### src/pkg/fcs_pkg.sv
// package for the flash command sequencer: offsets, fields, codes, timings and types
package fcs_pkg;
   // register offsets (byte addresses)
   localparam logic [3:0]  ADDR_MODE        = 4'h0;
   localparam logic [3:0]  ADDR_CMD         = 4'h4;
   localparam logic [3:0]  ADDR_STAT        = 4'h8;
   localparam logic [3:0]  ADDR_RES         = 4'hc;
   // key and command codes
   localparam logic [7:0]  CMD_KEY          = 8'h5a;
   localparam logic [7:0]  CMD_ERASE_ALL    = 8'h05;
   localparam logic [7:0]  CMD_SET_LOCK     = 8'h08;
   localparam logic [7:0]  CMD_CLEAR_LOCK   = 8'h09;
   localparam logic [7:0]  CMD_GET_LOCK     = 8'h0a;
   localparam logic [7:0]  CMD_SET_NVBIT    = 8'h0b;
   localparam logic [7:0]  CMD_CLEAR_NVBIT  = 8'h0c;
   localparam logic [7:0]  CMD_GET_NVBIT    = 8'h0d;
   localparam logic [7:0]  CMD_START_UID    = 8'h0e;
   localparam logic [7:0]  CMD_STOP_UID     = 8'h0f;
   localparam logic [7:0]  CMD_GET_TRIM     = 8'h10;
   // field positions
   localparam int          MODE_IRQEN_BIT   = 0;
   localparam int          STAT_READY_BIT   = 0;
   localparam int          STAT_CMDERR_BIT  = 1;
   localparam int          STAT_LOCKERR_BIT = 2;
   localparam int          TRIM8_LSB        = 22;
   localparam int          TRIM12_LSB       = 32;
   localparam int          TRIM_W           = 7;
   localparam int          RES_BITS         = 64;
   // values after reset and fixed values
   localparam logic        READY_RESET      = 1'b1;
   localparam logic [6:0]  TRIM4_VALUE      = 7'h40;
   // timing
   localparam int          CLK_MHZ          = 125;
   localparam int          OP_TIME_NS       = 40;
   localparam int          ERASE_TIME_US    = 1000;
   localparam int          OP_CYCLES        = (OP_TIME_NS * CLK_MHZ + 999) / 1000;
   localparam int          ERASE_CYCLES     = ERASE_TIME_US * CLK_MHZ;
   localparam int          TW               = 32;
   // command word as written to the command register
   typedef struct packed {
      logic [7:0]  key;
      logic [15:0] arg;
      logic [7:0]  code;
   } fcs_cmd_t;
   // status word layout
   typedef struct packed {
      logic [28:0] zero;
      logic        lockErr;
      logic        cmdErr;
      logic        ready;
   } fcs_stat_t;
   // source of the result register
   typedef enum logic [1:0] {SRC_NONE, SRC_LOCK, SRC_NV, SRC_TRIM} fcs_src_t;
   // sequencer states
   typedef enum logic [1:0] {ST_IDLE, ST_EXEC, ST_UID} fcs_state_t;
endpackage

### src/hw/fcs_op_timer.sv
// operation timer: counts a loaded number of cycles and pulses done at the end
`timescale 1ns/1ns
`default_nettype none
module fcs_op_timer #(
   parameter int W = 32
) (
   input  wire logic         sys_clk,  // system clock
   input  wire logic         reset,    // synchronous reset, high
   input  wire logic         start,    // one-cycle start pulse
   input  wire logic [W-1:0] load,     // cycles to run, at least one
   output logic              busy,     // high while counting
   output logic              done      // one-cycle pulse at the end
);
   logic [W-1:0] count_r;
   logic         busy_r;
   logic         done_r;

   // count down from load, flag the last cycle
   always_ff @(posedge sys_clk) begin
      if (reset) begin
         count_r <= '0;
         busy_r  <= 1'b0;
         done_r  <= 1'b0;
      end else begin
         done_r <= 1'b0;
         if (start) begin
            count_r <= load;
            busy_r  <= 1'b1;
         end else if (busy_r) begin
            if (count_r <= W'(1)) begin
               busy_r <= 1'b0;
               done_r <= 1'b1;
            end else begin
               count_r <= count_r - W'(1);
            end
         end
      end
   end

   assign busy = busy_r;
   assign done = done_r;
endmodule // fcs_op_timer
`default_nettype wire

### src/hw/fcs_flash_seq.sv
// flash command sequencer: keyed commands, lock and nonvolatile bits, trim readout, unique id mode
// How it works
// - erase only when no region locked
// - erase begins right after accepted command
// - completion sets ready except for start-uid, interrupt when enabled
// - locked region rejects whole erase, lock error
// - wrong key sets command error flag
// - set-lock locks region of given page
// - out-of-range lock region changes nothing
// - clear-lock unlocks region of given page
// - get-lock returns lock bits 32 per read
// - flash reads allowed during bit commands
// - set-nvbit sets numbered nonvolatile bit
// - out-of-range nonvolatile bit changes nothing
// - clear-nvbit clears numbered nonvolatile bit, except bit zero
// - get-nvbit returns bits 32 per read
// - nonvolatile and trim bits kept off array
// - trim bits fixed, returned 32 per read
// - trim fields at 28:22 and 38:32
// - nonvolatile bit zero blocks debug access
// - security cleared only by pin-qualified erase
// - start-uid drops ready, maps identifier in
// - stop-uid restores mapping, raises ready
// - command accepted only with key 5a
// - accepted command clears ready and result
// - status read clears both error flags
//
// Local design decisions: the strobed register port and the register offsets.
`timescale 1ns/1ns
`default_nettype none
module fcs_flash_seq #(
   parameter int         NUM_LOCK     = 16,                  // implemented lock bits (max 64)
   parameter int         NUM_NV       = 2,                   // implemented nonvolatile bits (max 64)
   parameter int         PAGE_LOG2    = 4,                   // log2 of pages per lock region
   parameter int         ERASE_CYCLES = fcs_pkg::ERASE_CYCLES, // erase duration in cycles
   parameter logic [6:0] TRIM8_VALUE  = 7'h40,               // 8 MHz trim value
   parameter logic [6:0] TRIM12_VALUE = 7'h40                // 12 MHz trim value
) (
   input  wire logic          sys_clk,         // system clock, 125 MHz
   input  wire logic          reset,           // synchronous reset, high
   input  wire logic [3:0]    regAddr,         // register byte address
   input  wire logic [31:0]   regWdata,        // register write data
   input  wire logic          regWr,           // write strobe
   input  wire logic          regRd,           // read strobe
   output logic      [31:0]   regRdata,        // read data, cycle after strobe
   input  wire logic          erasePinAsync,   // erase pin, asynchronous
   output logic               flashEraseStart, // pulse: array erase begins
   output logic               eraseBusy,       // array erase in progress
   output logic               flashReadAllow,  // array may serve reads
   output logic               uidMapEnable,    // identifier mapped at array base
   output logic               debugAccessBlock,// security bit set
   output logic [NUM_LOCK-1:0] lockMask,       // lock bit per region
   output logic [6:0]         trimFourMhz,     // fixed 4 MHz trim
   output logic               readyIrq         // ready interrupt level
);
   fcs_pkg::fcs_state_t state_r;
   fcs_pkg::fcs_cmd_t   cmdW;
   fcs_pkg::fcs_src_t   resSrc_r;
   logic [7:0]          curCode_r;
   logic [15:0]         curArg_r;
   logic                curEraseOk_r;
   logic [NUM_LOCK-1:0] lockBits_r;
   logic [NUM_NV-1:0]   nvBits_r;
   logic [1:0]          resIdx_r;
   logic                ready_r, cmdErr_r, lockErr_r, irqEn_r;
   logic                eraseBusy_r, eraseStart_r, uidMode_r, rdValid_r;
   logic [31:0]         regRdata_r;
   logic                pinMeta_r, pinSync_r;
   logic                cmdWr, keyOk, canStart, accept, isErase, eraseOk, lockReject;
   logic                timerDone, eraseDone, statRd, resRd;
   logic [15:0]         region;
   logic [63:0]         trimVec;

   // known command codes
   function automatic logic codeKnown(input logic [7:0] c);
      case (c)
         fcs_pkg::CMD_ERASE_ALL, fcs_pkg::CMD_SET_LOCK, fcs_pkg::CMD_CLEAR_LOCK,
         fcs_pkg::CMD_GET_LOCK, fcs_pkg::CMD_SET_NVBIT, fcs_pkg::CMD_CLEAR_NVBIT,
         fcs_pkg::CMD_GET_NVBIT, fcs_pkg::CMD_START_UID, fcs_pkg::CMD_STOP_UID,
         fcs_pkg::CMD_GET_TRIM: codeKnown = 1'b1;
         default: codeKnown = 1'b0;
      endcase
   endfunction

   // one 32-bit word of a 64-bit result, zero beyond the end
   function automatic logic [31:0] pickWord(input logic [63:0] v, input logic [1:0] idx);
      case (idx)
         2'h0:    pickWord = v[31:0];
         2'h1:    pickWord = v[63:32];
         default: pickWord = 32'h0;
      endcase
   endfunction

   // command decode
   assign cmdW     = fcs_pkg::fcs_cmd_t'(regWdata);
   assign cmdWr    = regWr && (regAddr == fcs_pkg::ADDR_CMD);
   assign keyOk    = (cmdW.key == fcs_pkg::CMD_KEY);
   assign canStart = (state_r == fcs_pkg::ST_IDLE) ||
                     ((state_r == fcs_pkg::ST_UID) && (cmdW.code == fcs_pkg::CMD_STOP_UID));
   assign accept   = cmdWr && keyOk && codeKnown(cmdW.code) && canStart;
   assign isErase  = (cmdW.code == fcs_pkg::CMD_ERASE_ALL);
   // erase only with every region unlocked
   assign eraseOk  = accept && isErase && !(|lockBits_r);
   // any locked region refuses the whole erase
   assign lockReject = accept && isErase && (|lockBits_r);
   assign statRd   = regRd && (regAddr == fcs_pkg::ADDR_STAT);
   assign resRd    = regRd && (regAddr == fcs_pkg::ADDR_RES);
   assign region   = curArg_r >> PAGE_LOG2;
   assign eraseDone = timerDone && (curCode_r == fcs_pkg::CMD_ERASE_ALL) && curEraseOk_r;
   // trim fields placed in the 64-bit readout
   assign trimVec  = {25'h0, TRIM12_VALUE, 3'h0, TRIM8_VALUE, 22'h0};

   // erase pin synchroniser
   always_ff @(posedge sys_clk) begin
      if (reset) begin
         pinMeta_r <= 1'b0;
         pinSync_r <= 1'b0;
      end else begin
         pinMeta_r <= erasePinAsync;
         pinSync_r <= pinMeta_r;
      end
   end

   // operation timer, long load for an erase
   fcs_op_timer #(.W(fcs_pkg::TW)) u_timer (
      .sys_clk (sys_clk),
      .reset   (reset),
      .start   (accept),
      .load    (eraseOk ? fcs_pkg::TW'(ERASE_CYCLES) : fcs_pkg::TW'(fcs_pkg::OP_CYCLES)),
      .busy    (),
      .done    (timerDone)
   );

   // sequencer state and latched command
   always_ff @(posedge sys_clk) begin
      if (reset) begin
         state_r      <= fcs_pkg::ST_IDLE;
         curCode_r    <= 8'h00;
         curArg_r     <= 16'h0000;
         curEraseOk_r <= 1'b0;
         uidMode_r    <= 1'b0;
      end else begin
         case (state_r)
            fcs_pkg::ST_IDLE, fcs_pkg::ST_UID: begin
               if (accept) begin
                  state_r      <= fcs_pkg::ST_EXEC;
                  curCode_r    <= cmdW.code;
                  curArg_r     <= cmdW.arg;
                  curEraseOk_r <= eraseOk;
               end
            end
            fcs_pkg::ST_EXEC: begin
               if (timerDone) begin
                  if (curCode_r == fcs_pkg::CMD_START_UID) begin
                     state_r   <= fcs_pkg::ST_UID;
                     uidMode_r <= 1'b1;
                  end else begin
                     state_r <= fcs_pkg::ST_IDLE;
                     if (curCode_r == fcs_pkg::CMD_STOP_UID) begin
                        uidMode_r <= 1'b0;
                     end
                  end
               end
            end
            default: state_r <= fcs_pkg::ST_IDLE;
         endcase
      end
   end

   // ready flag
   always_ff @(posedge sys_clk) begin
      if (reset) begin
         ready_r <= fcs_pkg::READY_RESET;
      end else if (accept) begin
         ready_r <= 1'b0;
      end else if (timerDone && (curCode_r != fcs_pkg::CMD_START_UID)) begin
         ready_r <= 1'b1;
      end
   end

   // error flags, a new event wins over the clear
   always_ff @(posedge sys_clk) begin
      if (reset) begin
         cmdErr_r  <= 1'b0;
         lockErr_r <= 1'b0;
      end else begin
         // bad key or refused write flags an error
         if (cmdWr && !accept) begin
            cmdErr_r <= 1'b1;
         // status read or command write clears
         end else if (statRd || cmdWr) begin
            cmdErr_r <= 1'b0;
         end
         if (lockReject) begin
            lockErr_r <= 1'b1;
         end else if (statRd || cmdWr) begin
            lockErr_r <= 1'b0;
         end
      end
   end

   // array erase control
   always_ff @(posedge sys_clk) begin
      if (reset) begin
         eraseBusy_r  <= 1'b0;
         eraseStart_r <= 1'b0;
      end else begin
         eraseStart_r <= eraseOk;
         if (eraseOk) begin
            eraseBusy_r <= 1'b1;
         end else if (eraseDone) begin
            eraseBusy_r <= 1'b0;
         end
      end
   end

   // lock bits, one flop per region
   generate
      for (genvar g = 0; g < NUM_LOCK; g++) begin : gen_lock
         always_ff @(posedge sys_clk) begin
            if (reset) begin
               lockBits_r[g] <= 1'b0;
            // regions past the last never match
            end else if (timerDone && (region == 16'(g))) begin
               if (curCode_r == fcs_pkg::CMD_SET_LOCK) begin
                  lockBits_r[g] <= 1'b1;
               end
               if (curCode_r == fcs_pkg::CMD_CLEAR_LOCK) begin
                  lockBits_r[g] <= 1'b0;
               end
            end
         end
      end
   endgenerate

   // nonvolatile bits held in their own flops, apart from the array
   generate
      for (genvar g = 0; g < NUM_NV; g++) begin : gen_nv
         always_ff @(posedge sys_clk) begin
            if (reset) begin
               nvBits_r[g] <= 1'b0;
            // security bit cleared by erase with pin high, whatever the argument
            end else if ((g == 0) && eraseDone && pinSync_r) begin
               nvBits_r[g] <= 1'b0;
            // numbers past the last never match
            end else if (timerDone && (curArg_r == 16'(g))) begin
               if (curCode_r == fcs_pkg::CMD_SET_NVBIT) begin
                  nvBits_r[g] <= 1'b1;
               end
               // clear-nvbit, never for the security bit
               if ((curCode_r == fcs_pkg::CMD_CLEAR_NVBIT) && (g != 0)) begin
                  nvBits_r[g] <= 1'b0;
               end
            end
         end
      end
   endgenerate

   // result source and word index
   always_ff @(posedge sys_clk) begin
      if (reset) begin
         resSrc_r <= fcs_pkg::SRC_NONE;
         resIdx_r <= 2'h0;
      end else if (accept) begin
         resSrc_r <= fcs_pkg::SRC_NONE;
         resIdx_r <= 2'h0;
      end else if (timerDone) begin
         resIdx_r <= 2'h0;
         case (curCode_r)
            fcs_pkg::CMD_GET_LOCK:  resSrc_r <= fcs_pkg::SRC_LOCK;
            fcs_pkg::CMD_GET_NVBIT: resSrc_r <= fcs_pkg::SRC_NV;
            fcs_pkg::CMD_GET_TRIM:  resSrc_r <= fcs_pkg::SRC_TRIM;
            default:                resSrc_r <= fcs_pkg::SRC_NONE;
         endcase
      end else if (resRd && (resIdx_r != 2'h2)) begin
         resIdx_r <= resIdx_r + 2'h1;
      end
   end

   // mode register
   always_ff @(posedge sys_clk) begin
      if (reset) begin
         irqEn_r <= 1'b0;
      end else if (regWr && (regAddr == fcs_pkg::ADDR_MODE)) begin
         irqEn_r <= regWdata[fcs_pkg::MODE_IRQEN_BIT];
      end
   end

   // register read data, unmapped reads give zero
   always_ff @(posedge sys_clk) begin
      if (reset) begin
         regRdata_r <= 32'h0;
         rdValid_r  <= 1'b0;
      end else begin
         rdValid_r  <= regRd;
         regRdata_r <= 32'h0;
         if (regRd) begin
            case (regAddr)
               fcs_pkg::ADDR_MODE: regRdata_r <= {31'h0, irqEn_r};
               fcs_pkg::ADDR_STAT: regRdata_r <= fcs_pkg::fcs_stat_t'({29'h0, lockErr_r, cmdErr_r, ready_r});
               fcs_pkg::ADDR_RES: begin
                  case (resSrc_r)
                     fcs_pkg::SRC_LOCK: regRdata_r <= pickWord(64'(lockBits_r), resIdx_r);
                     fcs_pkg::SRC_NV:   regRdata_r <= pickWord(64'(nvBits_r), resIdx_r);
                     fcs_pkg::SRC_TRIM: regRdata_r <= pickWord(trimVec, resIdx_r);
                     default:           regRdata_r <= 32'h0;
                  endcase
               end
               default: regRdata_r <= 32'h0;
            endcase
         end
      end
   end

   // outputs
   assign regRdata         = regRdata_r;
   assign flashEraseStart  = eraseStart_r;
   assign eraseBusy        = eraseBusy_r;
   // only an array erase holds off reads
   assign flashReadAllow   = !eraseBusy_r;
   assign uidMapEnable     = uidMode_r;
   // security bit blocks debug access
   assign debugAccessBlock = nvBits_r[0];
   assign lockMask         = lockBits_r;
   assign trimFourMhz      = fcs_pkg::TRIM4_VALUE;
   assign readyIrq         = ready_r && irqEn_r;
endmodule // fcs_flash_seq
`default_nettype wire

### config.mk
export PLATFORM = sky130hd
export DESIGN_NAME = fcs_flash_seq
export DESIGN_NICKNAME = d
export VERILOG_FILES = /design/src/pkg/fcs_pkg.sv /design/src/hw/fcs_op_timer.sv /design/src/hw/fcs_flash_seq.sv
export SDC_FILE = /design/constraint.sdc
export NUM_CORES = 1
export LEC_CHECK = 0
export BUFFER_PORTS_ARGS = -buffer_cell sky130_fd_sc_hd__buf_2
export CORE_MARGIN = 1.5
export CORE_UTILIZATION = 45
export DETAILED_ROUTE_END_ITERATION = 6
export HOLD_SLACK_MARGIN = 0.12
export PLACE_DENSITY = 0.67
export SYNTH_ARGS = -nofsm -noshare
export SYNTH_HDL_FRONTEND = slang
export SYNTH_SLANG_ARGS = --single-unit
### constraint.sdc
create_clock -name sys_clk -period 3.8 [get_ports sys_clk]
set_input_delay 0.57 -clock sys_clk [delete_from_list [all_inputs] [get_ports sys_clk]]
set_output_delay 0.57 -clock sys_clk [all_outputs]
set_load 0.01 [all_outputs]
==> run_summary.xml <==
<?xml version="1.0" encoding="UTF-8"?>
<metrics>
  <group name="status">
    <metric name="run_status" unit="">complete, no violations</metric>
  </group>
  <group name="layout">
    <metric name="final_core_util" unit="">0.515</metric>
    <metric name="final_area" unit="µm²">5580</metric>
    <metric name="num_antenna_cells" unit="">0</metric>
    <metric name="fillerInstances" unit="">1049</metric>
    <metric name="drive_above_1_share" unit="">0.160</metric>
    <metric name="finish.cell_count_without_fillers" unit="">803</metric>
    <metric name="syn_to_final_growth" unit="%">11.3</metric>
    <metric name="final_net_count" unit="">708</metric>
  </group>
  <group name="setup_path">
    <metric name="setup.worst_path.start_class" unit="">primary input</metric>
    <metric name="worstPathMaxFanout" unit="">11</metric>
    <metric name="worst_ep_arrival_time" unit="ns">3.04</metric>
    <metric name="worstRegToRegCells" unit="">6</metric>
    <metric name="setup.worst_path.end_class" unit="">flop</metric>
    <metric name="critical_path_required" unit="ns">4.09</metric>
    <metric name="critPathKind" unit="">primary input to flop</metric>
  </group>
  <group name="sta">
    <metric name="post-route-min-period" unit="ns">2.75</metric>
    <metric name="worstMarginPinSlew" unit="ns">0.980</metric>
    <metric name="setup_repair_after_global_routing_missed_its_margin" unit="">false</metric>
    <metric name="fin_worst_skew" unit="ns">0.0151</metric>
    <metric name="min_period_over_period" unit="">0.723</metric>
    <metric name="timing.max_slew.rel_slack" unit="">0.347</metric>
    <metric name="fmaxAchievable" unit="MHz">364</metric>
    <metric name="maxSlewViolCount" unit="">0</metric>
    <metric name="timing_hold_violations_final" unit="">0</metric>
    <metric name="fin_setup_tns" unit="ns">0</metric>
    <metric name="final-setup-viol-count" unit="">0</metric>
  </group>
  <group name="power_and_ir_drop">
    <metric name="pwr_cell_area" unit="nW/µm²">339</metric>
    <metric name="report.power.total" unit="mW">1.89</metric>
    <metric name="vdd_drop_max" unit="mV">0.199</metric>
    <metric name="p_leak" unit="nW">2.18</metric>
  </group>
  <group name="floorplan">
    <metric name="floorplan.die_area" unit="µm²">11800</metric>
    <metric name="die_y" unit="µm">109</metric>
    <metric name="core-area" unit="µm²">10800</metric>
    <metric name="io_pins" unit="">102</metric>
    <metric name="dieWidth" unit="µm">109</metric>
    <metric name="initial_utilization" unit="">0.463</metric>
    <metric name="row_count" unit="">38</metric>
  </group>
  <group name="yosys">
    <metric name="synth_flop_cell" unit="">dfxtp_1</metric>
    <metric name="ys_ff_latch" unit="">109</metric>
    <metric name="seq_area_frac_synth" unit="">0.435</metric>
    <metric name="netlist_area" unit="µm²">5020</metric>
    <metric name="ys_async_sr_fraction" unit="">0</metric>
    <metric name="yosys.cell_types.count" unit="">59</metric>
    <metric name="postSynthCellCount" unit="">599</metric>
    <metric name="synth.avg_cell_area" unit="µm²">8.37</metric>
    <metric name="yosysWarningCount" unit="">0</metric>
    <metric name="synth_enable_flop_cells" unit="">0</metric>
  </group>
  <group name="clock_network">
    <metric name="cts_resized" unit="">0</metric>
    <metric name="cts-htree-levels" unit="">3</metric>
    <metric name="cts_setup_buffers" unit="">0</metric>
    <metric name="cts-root-buf" unit="">clkbuf_8</metric>
    <metric name="cts_hold_buffers" unit="">0</metric>
    <metric name="cts_tree" unit="">done</metric>
    <metric name="clk_transition_reported_paths" unit="ns">0.10</metric>
    <metric name="numCtsBuffers" unit="">9</metric>
    <metric name="cts_num_sinks" unit="">109</metric>
    <metric name="clk_latency" unit="ns">0.39</metric>
    <metric name="cts.path.max_buffers" unit="">2</metric>
  </group>
  <group name="global_route">
    <metric name="antenna_found_initial" unit="">0</metric>
    <metric name="total_routing_usage_gr" unit="">0.213</metric>
    <metric name="grt_remaining_overflow" unit="">0</metric>
    <metric name="maximum_number_of_pins_on_one_net_before_global_route_repair" unit="">52</metric>
    <metric name="grt_pass1_wl" unit="µm">19300</metric>
    <metric name="vias_in_the_first_global_route" unit="">4061</metric>
  </group>
  <group name="hold_path">
    <metric name="hold_class" unit="">primary input to flop</metric>
    <metric name="min_delay_path_depth" unit="">3</metric>
  </group>
  <group name="route">
    <metric name="detail_route.first_pass.iterations" unit="">5</metric>
    <metric name="routed_wire_per_std_cell" unit="µm">14.7</metric>
    <metric name="route.final.wire_length" unit="µm">11800</metric>
    <metric name="drc_violation_total_after_the_first_tritonroute_iteration" unit="">288</metric>
    <metric name="remaining_routing_drc_violations" unit="">0</metric>
    <metric name="via_count" unit="">4328</metric>
    <metric name="detail_routed_via_count_per_cell" unit="">5.39</metric>
    <metric name="antenna_violating_nets_left" unit="">0</metric>
  </group>
  <group name="placement">
    <metric name="placed_area" unit="µm²">5410</metric>
    <metric name="post-dp-hpwl" unit="µm">8620</metric>
    <metric name="place.detailed.instances" unit="">790</metric>
    <metric name="gp_routability_congestion" unit="">0.866</metric>
    <metric name="count_of_input_and_output_buffers" unit="">79</metric>
  </group>
  <group name="flow_run">
    <metric name="drv.max_cap_violation_count" unit="">0</metric>
  </group>
</metrics>
==> cells in the mapped netlist (all sizes together), types with 3 or more instances <==
cell type  number  share of area
dfxtp         109           0.44
nand2          67          0.050
nor2           64          0.048
a21oi          46          0.046
nor3           28          0.028
buf            26          0.037
clkbuf         25          0.019
nand3          21          0.021
xor2           19          0.033
and2           18          0.022
nor4           18          0.025
nand4          15          0.019
inv            10         0.0075
mux2i          10          0.020
nand2b          9          0.011
xnor2           9          0.016
o21ai           8         0.0080
or3             8          0.010
nor2b           7         0.0087
a211oi          6         0.0090
ha              6          0.015
a31oi           5         0.0062
and3            5         0.0062
nand3b          5         0.0075
or4             4         0.0067
a2111oi         3         0.0055
a311oi          3         0.0052
nor3b           3         0.0045
nor4b           3         0.0052
nor4bb          3         0.0060
o21bai          3         0.0045
o22ai           3         0.0037
or2             3         0.0037
==> critical path: stages <==
cell       delay (ns)
buf_2            0.14
nor2b_1          0.30
nand4_1          0.31
a2111oi_0        0.72
nand2_1          0.47
a22o_1           0.30
a221oi_1         0.23
==> path summary, 6_finish.rpt <==
path                      from                  end  slack [ns]
setup / recovery    regAddr[3]  u_timer.count_r[13]        1.05
hold / removal     regWdata[9]          curArg_r[1]        0.41
hold reg to reg      pinSync_r     debugAccessBlock        0.45
setup reg to reg  curCode_r[7]          lockMask[6]        1.15
==> cell type report <==
| type | count | area (µm²) | area share |
|---|---|---|---|
| flip-flops and latches | 109 | 2180 | 0.391 |
| well taps | 140 | 175 | 0.0314 |
| multi-input cells | 448 | 2590 | 0.464 |
| repair buffers | 82 | 418 | 0.0748 |
| clock buffers | 9 | 124 | 0.0222 |
| clock inverters | 4 | 52.6 | 0.00941 |
| inverters | 11 | 41.3 | 0.00739 |
==> cell families (layout without fill, tap and decap cells) <==
| logic type | Yosys count | count (layout) | share of synthesized area |
|---|---|---|---|
| AOI/OAI and AO/OA | 91 | 91 | 0.112 |
| xor gates and xnor gates | 28 | 28 | 0.0489 |
| adders and majority gates | 6 | 6 | 0.0150 |
| buffers and inverters | 62 | 106 | 0.0644 |
| DFF | 109 | 109 | 0.435 |
| muxes | 11 | 11 | 0.0222 |
| other | 2 | 22 | 0.00150 |
| and+or+nand+nor | 290 | 290 | 0.301 |
==> power breakdown <==
group	leakage, nW	internal, mW	total [mW]	switching (mW)
registers	0.878	1.14	1.14	0.000811
logic	1.23	0.0250	0.0728	0.0478
clock network	0.0793	0.294	0.676	0.382
total	2.18	1.46	1.89	0.431
==> stage by stage <==
stage          hold slack, ns  setup slack (ns)
5_1_grt                 0.394             0.776
3_5_place_dp            0.445             0.630
2_1_floorplan           0.402              1.35
3_3_place_gp            0.431             0.907
6_report                0.411              1.05
4_1_cts                 0.389              1.07
==> state kept, by name, summed over array words and instances (netlist names), 2 cells and up <==
name / count
curArg_r: 16
curCode_r: 8
lockMask: 16
regRdata: 17
resIdx_r: 2
resSrc_r: 2
state_r: 2
u_timer.count_r: 32
==> cell usage in the layout, fill, tap and decap left out, types with 16 or more instances in the layout <==
cell type  instances
buf_2             79
nor3_1            28
nor2_1            64
nand2_1           67
dfxtp_1          109
conb_1            22
xor2_1            19
nor4_1            16
a21oi_1           46
nand3_1           21
and2_1            18
==> layer usage <==
metal	track usage	vias to the layer above	routed length (µm)
met5	0	-	0
met4	0.105	0	239
met3	0.0404	16	659
met2	0.338	120	5460
met1	0.276	2013	5440
li1	-	2179	-
Note: power is estimated with default switching activity, not from simulation.
